==> src/rtl/timer_pkg.sv <==
// Purpose: constants shared by the clock timer and stopwatch block
// Assumes: 4-bit registers sit in the low bits of 32-bit APB words
// Notes: printed offsets are register indices, byte address is index * 4
package timer_pkg;

  // ---------------------------------------------------------------
  // register indices (byte address = index * 4)
  // ---------------------------------------------------------------
  localparam int ADDR_W = 18;
  localparam logic [15:0] IDX_CLK_CTRL = 16'hFF78;
  localparam logic [15:0] IDX_CLK_LOW = 16'hFF79;
  localparam logic [15:0] IDX_CLK_HIGH = 16'hFF7A;
  localparam logic [15:0] IDX_SW_CTRL = 16'hFF7C;
  localparam logic [15:0] IDX_SW_HUND = 16'hFF7D;
  localparam logic [15:0] IDX_SW_TENTH = 16'hFF7E;
  localparam logic [15:0] IDX_CLK_EN = 16'hFFE6;
  localparam logic [15:0] IDX_SW_EN = 16'hFFE7;
  localparam logic [15:0] IDX_CLK_FLAGS = 16'hFFF6;
  localparam logic [15:0] IDX_SW_FLAGS = 16'hFFF7;

  // ---------------------------------------------------------------
  // field positions
  // ---------------------------------------------------------------
  localparam int RUN_BIT = 0;
  localparam int CLEAR_BIT = 1;
  localparam int TAP_32HZ = 2;
  localparam int TAP_8HZ = 4;
  localparam int TAP_2HZ = 6;
  localparam int TAP_1HZ = 7;
  localparam int SW_F10 = 0;
  localparam int SW_F1 = 1;

  // ---------------------------------------------------------------
  // values and timing
  // ---------------------------------------------------------------
  localparam logic [3:0] NIB_ZERO = 4'h0;
  localparam logic [3:0] NIB_FULL = 4'hF;
  localparam logic [3:0] BCD_MAX = 4'h9;
  localparam logic [1:0] STEP_LONG = 2'h3;
  localparam logic [1:0] STEP_SHORT = 2'h2;
  localparam logic [3:0] LONG_STEPS_25 = 4'h5;
  localparam logic [3:0] LONG_STEPS_26 = 4'h6;
  localparam int PCLK_HZ = 20_000_000;
  localparam int BASE_HZ = 256;
  localparam int HOLD_NS = 1_000_000;
  localparam int BASE_CYCLES = PCLK_HZ / BASE_HZ;
  localparam int HOLD_CYCLES = HOLD_NS / (1_000_000_000 / PCLK_HZ);

  typedef enum logic [1:0] {
    HOLD_OFF = 2'b01,
    HOLD_ON = 2'b10
  } hold_state_e;

endpackage

==> src/rtl/clock_stopwatch_timers.sv <==
// Purpose: clock timer and stopwatch timer behind an APB slave
// Assumes: one clock; the 256 Hz base is divided down from pclk
// Notes: pready is always high, reads are captured in the setup cycle
`timescale 1ns/10ps
module clock_stopwatch_timers
  import timer_pkg::*;
#(
  parameter int BASE_CYCLES_P = BASE_CYCLES,
  parameter int HOLD_CYCLES_P = HOLD_CYCLES
) (
  // clock and reset
  input wire logic pclk,
  input wire logic presetn,
  // apb slave
  input wire logic psel,
  input wire logic penable,
  input wire logic pwrite,
  input wire logic [ADDR_W-1:0] paddr,
  input wire logic [31:0] pwdata,
  output logic [31:0] prdata,
  output logic pready,
  output logic pslverr,
  // interrupt requests
  output logic clock_irq,
  output logic stopwatch_irq
);

  localparam int BW = $clog2(BASE_CYCLES_P + 1);
  localparam int HW = $clog2(HOLD_CYCLES_P + 1);

  // ---------------------------------------------------------------
  // address decode
  // ---------------------------------------------------------------
  function automatic logic hit(input logic [ADDR_W-1:0] a, input logic [15:0] idx);
    return a == {idx, 2'b00};
  endfunction

  // short decades (25 ticks) fall on tenths 1,3,5,7; the rest take 26
  function automatic logic [1:0] step_len(input logic [3:0] hund, input logic [3:0] tenth);
    logic [3:0] long_steps;
    long_steps = (tenth[0] && tenth != BCD_MAX) ? LONG_STEPS_25 : LONG_STEPS_26;
    return (hund < long_steps) ? STEP_LONG : STEP_SHORT;
  endfunction

  logic setup_rd;
  logic wr_acc;
  logic mapped;
  assign setup_rd = psel & ~penable & ~pwrite;
  assign wr_acc = psel & penable & pwrite;
  assign mapped = hit(paddr, IDX_CLK_CTRL) | hit(paddr, IDX_CLK_LOW) |
                  hit(paddr, IDX_CLK_HIGH) | hit(paddr, IDX_SW_CTRL) |
                  hit(paddr, IDX_SW_HUND) | hit(paddr, IDX_SW_TENTH) |
                  hit(paddr, IDX_CLK_EN) | hit(paddr, IDX_SW_EN) |
                  hit(paddr, IDX_CLK_FLAGS) | hit(paddr, IDX_SW_FLAGS);

  // ---------------------------------------------------------------
  // 256 Hz base divider
  // ---------------------------------------------------------------
  logic [BW-1:0] base_cnt;
  logic base_tick;
  assign base_tick = base_cnt == BW'(BASE_CYCLES_P - 1);

  // free running, so run/stop never shifts the base phase
  always_ff @(posedge pclk or negedge presetn) begin
    if (!presetn) begin
      base_cnt <= '0;
    end else if (base_tick) begin
      base_cnt <= '0;
    end else begin
      base_cnt <= base_cnt + BW'(1);
    end
  end

  // ---------------------------------------------------------------
  // clock timer control
  // ---------------------------------------------------------------
  logic ct_run;
  logic ct_clear;
  logic [3:0] ct_en;
  assign ct_clear = wr_acc & hit(paddr, IDX_CLK_CTRL) & pwdata[CLEAR_BIT];

  // run bit and enables, plain read/write storage
  always_ff @(posedge pclk or negedge presetn) begin
    if (!presetn) begin
      ct_run <= 1'b0;
      ct_en <= NIB_ZERO;
    end else begin
      if (wr_acc && hit(paddr, IDX_CLK_CTRL)) begin
        ct_run <= pwdata[RUN_BIT];
      end
      if (wr_acc && hit(paddr, IDX_CLK_EN)) begin
        ct_en <= pwdata[3:0];
      end
    end
  end

  // ---------------------------------------------------------------
  // high nibble hold
  // ---------------------------------------------------------------
  hold_state_e hold_state;
  logic [HW-1:0] hold_cnt;
  logic held;
  // the read that starts the hold also blocks a carry in its own cycle
  assign held = (hold_state == HOLD_ON) | (setup_rd & hit(paddr, IDX_CLK_LOW));

  // hold ends on the high read or when the window runs out
  always_ff @(posedge pclk or negedge presetn) begin
    if (!presetn) begin
      hold_state <= HOLD_OFF;
      hold_cnt <= '0;
    end else begin
      case (hold_state)
        HOLD_OFF: begin
          if (setup_rd && hit(paddr, IDX_CLK_LOW)) begin
            hold_state <= HOLD_ON;
            hold_cnt <= HW'(HOLD_CYCLES_P - 1);
          end
        end
        HOLD_ON: begin
          if ((setup_rd && hit(paddr, IDX_CLK_HIGH)) || hold_cnt == '0 || ct_clear) begin
            hold_state <= HOLD_OFF;
          end else begin
            hold_cnt <= hold_cnt - HW'(1);
          end
        end
        default: begin
          hold_state <= HOLD_OFF;
        end
      endcase
    end
  end

  // ---------------------------------------------------------------
  // clock timer counter
  // ---------------------------------------------------------------
  logic [3:0] count_low;
  logic [3:0] count_high;
  logic carry_pending;
  logic [3:0] next_low;
  logic [3:0] next_high;
  logic next_pending;
  logic ct_step;
  logic low_carry;
  logic [7:0] tap_fall;
  logic [3:0] ct_events;
  assign ct_step = ct_run & base_tick;
  assign low_carry = ct_step & (count_low == NIB_FULL);

  // a carry that lands in the hold is parked and applied on release
  always_comb begin
    next_low = count_low;
    next_high = count_high;
    next_pending = carry_pending;
    if (ct_clear) begin
      next_low = NIB_ZERO;
      next_high = NIB_ZERO;
      next_pending = 1'b0;
    end else begin
      if (ct_step) begin
        next_low = count_low + 4'h1;
      end
      if ((low_carry || carry_pending) && !held) begin
        next_high = count_high + 4'h1;
        next_pending = 1'b0;
      end else if (low_carry) begin
        next_pending = 1'b1;
      end
    end
  end

  // clearing is not a tap edge, so it never raises a flag
  assign tap_fall = {count_high, count_low} & ~{next_high, next_low} & {8{~ct_clear}};
  assign ct_events = {tap_fall[TAP_1HZ], tap_fall[TAP_2HZ], tap_fall[TAP_8HZ],
                      tap_fall[TAP_32HZ]};

  // counter registers
  always_ff @(posedge pclk or negedge presetn) begin
    if (!presetn) begin
      count_low <= NIB_ZERO;
      count_high <= NIB_ZERO;
      carry_pending <= 1'b0;
    end else begin
      count_low <= next_low;
      count_high <= next_high;
      carry_pending <= next_pending;
    end
  end

  // ---------------------------------------------------------------
  // stopwatch control and counter
  // ---------------------------------------------------------------
  logic sw_run;
  logic sw_clear;
  logic [1:0] sw_en;
  logic [3:0] hund;
  logic [3:0] tenth;
  logic [1:0] sub;
  logic sw_tick;
  logic step_done;
  logic hund_wrap;
  logic tenth_wrap;
  assign sw_clear = wr_acc & hit(paddr, IDX_SW_CTRL) & pwdata[CLEAR_BIT];
  assign sw_tick = sw_run & base_tick;
  assign step_done = sw_tick & (sub == step_len(hund, tenth) - 2'h1);
  assign hund_wrap = step_done & (hund == BCD_MAX);
  assign tenth_wrap = hund_wrap & (tenth == BCD_MAX);

  // run bit and enables
  always_ff @(posedge pclk or negedge presetn) begin
    if (!presetn) begin
      sw_run <= 1'b0;
      sw_en <= 2'h0;
    end else begin
      if (wr_acc && hit(paddr, IDX_SW_CTRL)) begin
        sw_run <= pwdata[RUN_BIT];
      end
      if (wr_acc && hit(paddr, IDX_SW_EN)) begin
        sw_en <= pwdata[1:0];
      end
    end
  end

  // cascaded BCD digits; the clear write also loads run from bit 0, so writing 3 restarts at once
  always_ff @(posedge pclk or negedge presetn) begin
    if (!presetn) begin
      hund <= NIB_ZERO;
      tenth <= NIB_ZERO;
      sub <= 2'h0;
    end else if (sw_clear) begin
      hund <= NIB_ZERO;
      tenth <= NIB_ZERO;
      sub <= 2'h0;
    end else if (step_done) begin
      sub <= 2'h0;
      hund <= (hund == BCD_MAX) ? NIB_ZERO : hund + 4'h1;
      if (hund_wrap) begin
        tenth <= (tenth == BCD_MAX) ? NIB_ZERO : tenth + 4'h1;
      end
    end else if (sw_tick) begin
      sub <= sub + 2'h1;
    end
  end

  // ---------------------------------------------------------------
  // interrupt flags and requests
  // ---------------------------------------------------------------
  logic [3:0] ct_flags;
  logic [1:0] sw_flags;
  logic [3:0] ct_w1c;
  logic [1:0] sw_w1c;
  assign ct_w1c = (wr_acc && hit(paddr, IDX_CLK_FLAGS)) ? pwdata[3:0] : NIB_ZERO;
  assign sw_w1c = (wr_acc && hit(paddr, IDX_SW_FLAGS)) ? pwdata[1:0] : 2'h0;

  // set beats clear so an event in the clearing cycle survives
  always_ff @(posedge pclk or negedge presetn) begin
    if (!presetn) begin
      ct_flags <= NIB_ZERO;
      sw_flags <= 2'h0;
    end else begin
      ct_flags <= (ct_flags & ~ct_w1c) | ct_events;
      sw_flags <= (sw_flags & ~sw_w1c) | {tenth_wrap, hund_wrap};
    end
  end

  // level requests; they stay up until software clears the flag
  assign clock_irq = |(ct_flags & ct_en);
  assign stopwatch_irq = |(sw_flags & sw_en);

  // ---------------------------------------------------------------
  // apb read path
  // ---------------------------------------------------------------
  logic [3:0] read_nib;

  // write-only clear bits and unused bits read as zero
  always_comb begin
    read_nib = NIB_ZERO;
    if (hit(paddr, IDX_CLK_CTRL)) begin
      read_nib = {3'h0, ct_run};
    end else if (hit(paddr, IDX_CLK_LOW)) begin
      read_nib = count_low;
    end else if (hit(paddr, IDX_CLK_HIGH)) begin
      read_nib = count_high;
    end else if (hit(paddr, IDX_SW_CTRL)) begin
      read_nib = {3'h0, sw_run};
    end else if (hit(paddr, IDX_SW_HUND)) begin
      read_nib = hund;
    end else if (hit(paddr, IDX_SW_TENTH)) begin
      read_nib = tenth;
    end else if (hit(paddr, IDX_CLK_EN)) begin
      read_nib = ct_en;
    end else if (hit(paddr, IDX_SW_EN)) begin
      read_nib = {2'h0, sw_en};
    end else if (hit(paddr, IDX_CLK_FLAGS)) begin
      read_nib = ct_flags;
    end else if (hit(paddr, IDX_SW_FLAGS)) begin
      read_nib = {2'h0, sw_flags};
    end
  end

  // captured in the setup cycle so the hold and the data agree
  always_ff @(posedge pclk or negedge presetn) begin
    if (!presetn) begin
      prdata <= 32'h0000_0000;
      pslverr <= 1'b0;
    end else if (psel && !penable) begin
      prdata <= pwrite ? 32'h0000_0000 : {28'h000_0000, read_nib};
      pslverr <= ~mapped;
    end
  end

  assign pready = 1'b1;
endmodule

==> config.mk <==
export PLATFORM = sky130hd
export DESIGN_NAME = clock_stopwatch_timers
export DESIGN_NICKNAME = d
export VERILOG_FILES = /design/src/rtl/timer_pkg.sv /design/src/rtl/clock_stopwatch_timers.sv
export SDC_FILE = /design/constraint.sdc
export NUM_CORES = 1
export LEC_CHECK = 0
export BUFFER_PORTS_ARGS = -buffer_cell sky130_fd_sc_hd__buf_4
export CAP_MARGIN = 30
export CORE_ASPECT_RATIO = 0.7
export CORE_UTILIZATION = 40
export CTS_BUF_LIST = sky130_fd_sc_hd__clkbuf_2
export CTS_CLUSTER_SIZE = 14
export DETAILED_ROUTE_END_ITERATION = 10
export PLACE_DENSITY = 0.62
export SYNTH_ARGS = -nofsm -noshare
export SYNTH_HDL_FRONTEND = slang
export SYNTH_SLANG_ARGS = --single-unit
==> constraint.sdc <==
create_clock -name pclk -period 3.6 [get_ports pclk]
set_clock_uncertainty 0.05 [all_clocks]
set_input_delay 0.18 -clock pclk [delete_from_list [all_inputs] [get_ports pclk]]
set_output_delay 0.18 -clock pclk [all_outputs]
set_load 0.01 [all_outputs]
==> results of run 1 <==
-- per-layer routing --
metal,part of all wire (%),vias up
met4,1.4,0
li1,-,1813
met2,42,110
met3,5.2,14
met5,0,-
met1,51,1847
-- report_power, final --
part	internal [mW]	total [mW]	switching [mW]
Combinational	0.0956	0.220	0.124
Clock	0.165	0.490	0.325
Sequential	0.859	0.918	0.0593
-- critical path, delay by kind of cell, from the launching register on --
kind            cells  cell delay (ns)
compound gates      4             0.99
simple gates        3             0.86
flops               1             0.56
fa+ha+maj           2             0.44
-- layout by cell type (no fill, tap or decap), types with 8 or more instances in the layout --
cell type      Yosys  layout
buf_4             30      38
dlygate4sd3_1      0      12
mux2i_1           22      22
a21oi_1           17      17
and3_1             9       9
dfrtp_1           71      71
xnor2_1           10      10
nor3_1            15      15
nor4_1            12      12
inv_1             17      17
o21ai_0           14      14
clkbuf_2           0       9
or3_1              8       8
nand2_1           45      45
nor2_1            33      33
ha_1              10      10
nand3_1           29      29
conb_1             2      29
mux2_2             9       9
nand4_1           12      12
-- worst paths after layout --
| check | start | endpoint | slack, ns | cells after the start |
|---|---|---|---|---|
| max | tenth[0] | hund[3] | 0.64 | 9 |
| min | penable | pslverr | 0.05 | 3 |
| max reg2reg | tenth[0] | hund[3] | 0.64 | 9 |
| min reg2reg | base_cnt[9] | base_cnt[9] | 0.47 | 1 |
| max in group asynchronous | presetn | ct_flags[0] | 2.51 | 4 |
| min in group asynchronous | presetn | hold_cnt[6] | 0.43 | 3 |
-- cells by family (layout without fill, tap and decap cells) --
group                    after synthesis  in the layout  share of synthesized area [%]
AND/OR/NAND/NOR                      217            217                           26.4
other                                  2             29                          0.167
AO/OA/AOI/OAI                         77             77                           12.4
buffers and inverters                 62             84                           7.80
multiplexers                          31             31                           7.13
flip-flops                            72             72                           40.0
adder cells (fa/ha/maj)               10             10                           2.78
XOR/XNOR                              17             17                           3.30
-- synthesized netlist by cell type (7+ instances only) --
cell	instances	area [sq um]
a21oi_1	17	85.1
and3_1	9	56.3
and2_1	7	43.8
xnor2_1	10	87.6
nor4_1	12	75.1
nand2_1	45	169
clkbuf_1	10	37.5
buf_4	30	225
ha_1	10	125
nor3_1	15	75.1
inv_1	17	63.8
nor2_1	33	124
nand3_1	29	145
mux2i_1	22	220
xor2_1	7	61.3
or3_1	8	50.1
o21ai_0	14	70.1
nand2b_1	7	43.8
mux2_2	9	101
dfrtp_1	71	1780
nand4_1	12	75.1
-- through the flow --
stage | instances | setup WS, ns | area (sq um)
final | 690 | 0.635 | 5080
after global routing | 690 | 0.419 | 5080
after CTS | 688 | 0.672 | 5040
after detailed placement | 661 | 0.717 | 4810
after global placement | 661 | 0.729 | 4810
after floorplan | 515 | 1.08 | 4610
-- final cells by class --
class                           count  area share [%]
Clock buffer                        9           0.887
Clock inverter                      7            1.55
Inverter                           17            1.26
Multi-Input combinational cell    381            48.5
Sequential cell                    72            35.5
Tap cell                          153            3.77
Timing Repair Buffer               51            8.53
-- state kept, by name (all words and copies together), names as in the netlist --
| name | flops |
|---|---|
| sw_flags | 2 |
| hold_cnt | 15 |
| count_high | 4 |
| carry_pending | 1 |
| prdata | 4 |
| ct_run | 1 |
| ct_flags | 4 |
| tenth | 4 |
| base_cnt | 17 |
| count_low | 4 |
| sw_run | 1 |
| ct_en | 4 |
| hund | 4 |
| hold_state | 2 |
| sw_en | 2 |
| sub | 2 |
| pslverr | 1 |
==> run_results.csv, run 1 <==
group,metric,value,unit
status,status,"complete, no violations",
drt,wl_per_cell,15.8,microns
grt,grt_max_degree,73,
power_and_ir_drop,p_per_area,321,nW/um^2
timing,worst_hold_slack,0.0525,ns
logic_synthesis,yosys_warnings,0,
place,port_buffers,33,
run,cap_violations,0,
floorplanning,core.rowCount,32,
clocking,clk_latency,0.56,ns
critical_path,cpMaxStageDelayCell,"dfrtp_1",
timing,slew_headroom,54.4,%
layout,multiInputGateArea,2460,sq um
layout,insertedDiodeCount,0,
drt,first_pass_iters,5,
clocking,cts_inserted_buffers,9,
timing,fmax,0.337,GHz
drt,drt-total-wl,10900,microns
power_and_ir_drop,power.total,1.63,mW
layout,final_util,46.3,%
drt,vias_per_cell,5.48,
grt,grt_first_pass_wirelength,18100,microns
power_and_ir_drop,power.leakage,2.17,nW
drt,ant_nets,0,
floorplanning,die-area,11700,sq um
grt,grt_util_met3,4.32,%
timing,post-route-period-util,82.4,%
logic_synthesis,synth_seq_cells,72,
critical_path,cp_max_fo,8,
logic_synthesis,synth_cell_type_count,70,
floorplanning,core,11000,sq um
timing,tns,0,ns
logic_synthesis,synth_edf_count,0,
drt,drcViolationCount,0,
logic_synthesis,yosys_most_used_dff,"dfrtp_1",
critical_path,crit_top_cell,"ha_1",
timing,setup_viol,0,
layout,drive_gt1_share,14.3,%
timing,rsz0062_at_grt,"false",
grt,grt_pass1_vias,3457,
grt,antenna_found_initial,0,
clocking,cts_max_level,3,
timing,drv_slew,0,
floorplanning,initial_core_util,41.1,%
layout,seq_area,1800,sq um
grt,use_met1,29.8,%
layout,fin_nets,597,
critical_path,critical_path_class,"reg2reg",
logic_synthesis,synthCells,488,
hold_path,hp-class,"in2reg",
grt,gr-usage-met2,28.8,%
critical_path,required,4.01,ns
power_and_ir_drop,vdd_drop_max,0.155,mV
place,place.gp.congestion,0.885,
timing,finalHoldViolations,0,
layout,nFillCells,1074,
critical_path,end_kind,"flip-flop",
floorplanning,die_w,129,microns
logic_synthesis,synth_sequential_area_ratio,40.0,%
drt,drt_iter0_drc,259,
drt,num_vias,3784,
clocking,cts_hold_buf,11,
floorplanning,ioPinCount,91,
timing,layout_min_cycle_time,2.96,ns
clocking,tritoncts,"done",
grt,overflow,0,
logic_synthesis,syn-cell-area,4510,sq um
timing,tightest_slew,0.678,ns
clocking,cts_resized,0,
clocking,clkTransAtPathRegs,0.22,ns
critical_path,crit_chain,"ha_1, nand3b_1, and2_1, ha_1, or3b_2, o221a_2, o21ai_0, a21oi_1, a32o_1",
grt,top_usage_layer,"met1",
clocking,cts_buffer_depth,2,
clocking,clockRootBuffer,"clkbuf_2",
layout,area_growth,12.7,%
logic_synthesis,synthArstFlopShare,100,%
clocking,post-cts-setup-buffers,0,
logic_synthesis,synth_area_per_cell,9.24,sq um
critical_path,arrival,3.37,ns
floorplanning,die_h,90.8,microns
place,hpwl,8060,microns
clocking,cts_num_sinks,72,
grt,grt_usage,20.1,%
critical_path,critPathMaxStageDelay,0.56,ns
critical_path,worstSetupStartpointType,"flip-flop",
Note: power is estimated with default switching activity, not from simulation.
==> run 2, diff against run 1 <==
--- a/config.mk
+++ b/config.mk
@@ -5,6 +5,7 @@
 export SDC_FILE = /design/constraint.sdc
 export NUM_CORES = 1
 export LEC_CHECK = 0
+export ABC_AREA = 1
 export BUFFER_PORTS_ARGS = -buffer_cell sky130_fd_sc_hd__buf_4
 export CAP_MARGIN = 30
 export CORE_ASPECT_RATIO = 0.7
==> constraint.sdc (replaced) <==
create_clock -name pclk -period 3.1 [get_ports pclk]
set_clock_uncertainty 0.05 [all_clocks]
set_input_delay 0.155 -clock pclk [delete_from_list [all_inputs] [get_ports pclk]]
set_output_delay 0.155 -clock pclk [all_outputs]
set_load 0.01 [all_outputs]
==> run_results.csv, run 2 <==
group,metric,value,unit
place,place.gp.congestion,0.907,
layout,fin_area,5240,sq um
grt,grt_pass1_vias,3962,
power_and_ir_drop,vdd_drop_max,0.157,mV
grt,overflow,0,
drt,route.met3.wl,629,microns
critical_path,path_buf_inv,2,
place,hpwl,8110,microns
timing,drv_slew,0,
clocking,cts_inserted_buffers,9,
logic_synthesis,synthArstFlopShare,100,%
layout,drive_gt1_share,12.9,%
layout,fin_nets,763,
logic_synthesis,yosys_most_used_dff,"dfrtp_1",
critical_path,cp_max_fo,6,
logic_synthesis,yosysMostFrequentCell,"nand2_1",
grt,antenna_found_initial,0,
hold_path,min_to,"sw_en[1]",
layout,final_cell_count_no_fill,856,
layout,insertedDiodeCount,0,
logic_synthesis,synth.area.top_cells,"dfrtp_1 (38%), nand2_1 (13%), inv_1 (7.9%)",
layout,mostFrequentLayoutCell,"nand2_1",
logic_synthesis,syn-cell-area,4730,sq um
clocking,post-cts-setup-buffers,0,
critical_path,r2r_slack,0.75,ns
layout,regMostFlops,"base_cnt",
clocking,cts_buffer_depth,2,
clocking,tritoncts,"done",
logic_synthesis,post-synth-top-area-cell,"dfrtp_1",
grt,grt_usage,18.8,%
clocking,cts_num_sinks,72,
logic_synthesis,synth_area_per_cell,7.29,sq um
critical_path,r2r_cells,16,
logic_synthesis,synth_cell_type_count,42,
layout,area_growth,10.7,%
clocking,cts_max_level,3,
clocking,clockRootBuffer,"clkbuf_2",
drt,route.met2.wl,4200,microns
drt,drcViolationCount,0,
place,port_buffers,33,
critical_path,path_delay_family,"simple AND/OR/NAND/NOR gates",
critical_path,worstSetupStartpointType,"flip-flop",
run,cap_violations,0,
logic_synthesis,yosysTopAreaCellShare,37.6,%
timing,fmax,0.425,GHz
status,status,"complete, no violations",
critical_path,critPathMaxStageDelay,0.46,ns
floorplanning,core,11300,sq um
floorplanning,die_w,132,microns
critical_path,arrival,2.74,ns
timing,layout_min_cycle_time,2.35,ns
critical_path,crit_chain,"inv_1, ha_1, nand3_1, inv_1, nor2_1, ha_1, nand2_1, nand2_1, nand2_1, nand2_1, nand2_1, nand4_2, nand2_2, nand2_1, nand2_1, nand2_1",
drt,num_vias,4158,
power_and_ir_drop,power.leakage,2.74,nW
power_and_ir_drop,p_per_area,298,nW/um^2
drt,vias_per_cell,4.86,
logic_synthesis,synth_seq_cells,72,
hold_path,hold_depth,5,
logic_synthesis,synth_edf_count,0,
drt,drt-total-wl,10500,microns
floorplanning,initial_core_util,42.0,%
logic_synthesis,ys_top_cells_by_count,"nand2_1 (158), inv_1 (100), dfrtp_1 (71)",
critical_path,critical_path_class,"reg2reg",
logic_synthesis,synth_sequential_area_ratio,38.1,%
timing,rsz0062_at_grt,"false",
drt,ant_nets,0,
critical_path,end_kind,"flip-flop",
clocking,clk_latency,0.53,ns
layout,nFillCells,1158,
timing,tns,0,ns
layout,final_cell_mix,"nand2_1 (158), inv_1 (100), dfrtp_1 (71)",
layout,reg_top3,"base_cnt (17), hold_cnt (15)",
logic_synthesis,yosys_warnings,0,
clocking,cts_hold_buf,7,
clocking,clkTransAtPathRegs,0.19,ns
critical_path,cpMaxStageDelayCell,"dfrtp_1",
floorplanning,core.rowCount,32,
floorplanning,ioPinCount,91,
drt,drt_iter0_drc,328,
grt,grt_first_pass_wirelength,18500,microns
logic_synthesis,synthCells,649,
drt,wl_met1,5500,microns
floorplanning,die_h,93.0,microns
drt,top_layer,"met4",
place,placed_cell_area,5020,sq um
layout,largest_reg_flops,17,
critical_path,r2r_end,"tenth[0]",
timing,setup_viol,0,
floorplanning,die-area,12300,sq um
critical_path,crit_top_cell,"nand2_1",
hold_path,min_from,"penable",
critical_path,worstReg2RegStart,"tenth[1]",
critical_path,required,3.49,ns
hold_path,hp-class,"in2reg",
drt,wl_per_cell,12.2,microns
timing,post-route-period-util,75.9,%
timing,finalHoldViolations,0,
clocking,cts_resized,0,
drt,first_pass_iters,5,
place,placed_cells,831,
grt,grt_max_degree,73,
## run 2: where the power goes
| group | total [mW] | switching [mW] | leakage, nW | internal [mW] |
|---|---|---|---|---|
| clock | 0.511 | 0.334 | 0.0628 | 0.177 |
| sequential | 0.943 | 0.000869 | 0.907 | 0.942 |
| combinational | 0.108 | 0.0679 | 1.77 | 0.0397 |
## run 2: worst max path at each step
| stage | start | endpoint | slack (ns) | cells past startpoint |
|---|---|---|---|---|
| floorplan | tenth[1] | tenth[0] | 1.10 | 16 |
| global placement | tenth[1] | tenth[0] | 0.85 | 16 |
| detailed placement | tenth[1] | tenth[0] | 0.78 | 16 |
| CTS | tenth[1] | tenth[0] | 0.75 | 16 |
| global route | tenth[1] | tenth[1] | 0.48 | 16 |
| finish | tenth[1] | tenth[0] | 0.75 | 16 |
## run 2: final cells by class
class,count,area [sq um],area share (%)
Clock inverter,7,62.6,1.19
Multi-Input combinational cell,468,2380,45.5
Tap cell,153,191,3.66
Timing Repair Buffer,42,355,6.78
Inverter,105,399,7.62
Sequential cell,72,1800,34.4
Clock buffer,9,45.0,0.860
## run 2: routing by layer
metal  GRT usage (%)  up-vias
met4            5.33        0
met1            28.0     1899
met3            4.12       16
li1                -     2113
met5               0        -
met2            27.2      130
## run 2: through the flow
| stage | total power, mW | setup WS, ns | hold WS, ns | utilization (%) |
|---|---|---|---|---|
| 2_1_floorplan | 1.02 | 1.10 | -0.191 | - |
| 3_3_place_gp | 1.06 | 0.850 | 0.305 | 44.6 |
| 3_5_place_dp | 1.06 | 0.781 | 0.308 | 44.6 |
| 4_1_cts | 1.58 | 0.750 | 0.00281 | 46.2 |
| 5_1_grt | 1.64 | 0.481 | 0.00722 | 46.6 |
| 6_report | 1.56 | 0.746 | 0.0326 | 46.6 |
## run 2: worst register-to-register path: stages, from the launching register on
cell	delay (ns)
dfrtp_1	0.46
inv_1	0.09
ha_1	0.15
nand3_1	0.12
inv_1	0.11
nor2_1	0.05
ha_1	0.26
nand2_1	0.06
nand2_1	0.04
nand2_1	0.08
nand2_1	0.06
nand2_1	0.09
nand4_2	0.20
nand2_2	0.21
nand2_1	0.12
nand2_1	0.07
nand2_1	0.05
## run 2: cell families after synthesis
group           synth area share, %
flops                          38.1
compound gates                 8.25
simple gates                   33.8
other cells                   0.159
fa+ha+maj                      2.64
xor+xnor                       3.33
buf+inv                        13.7
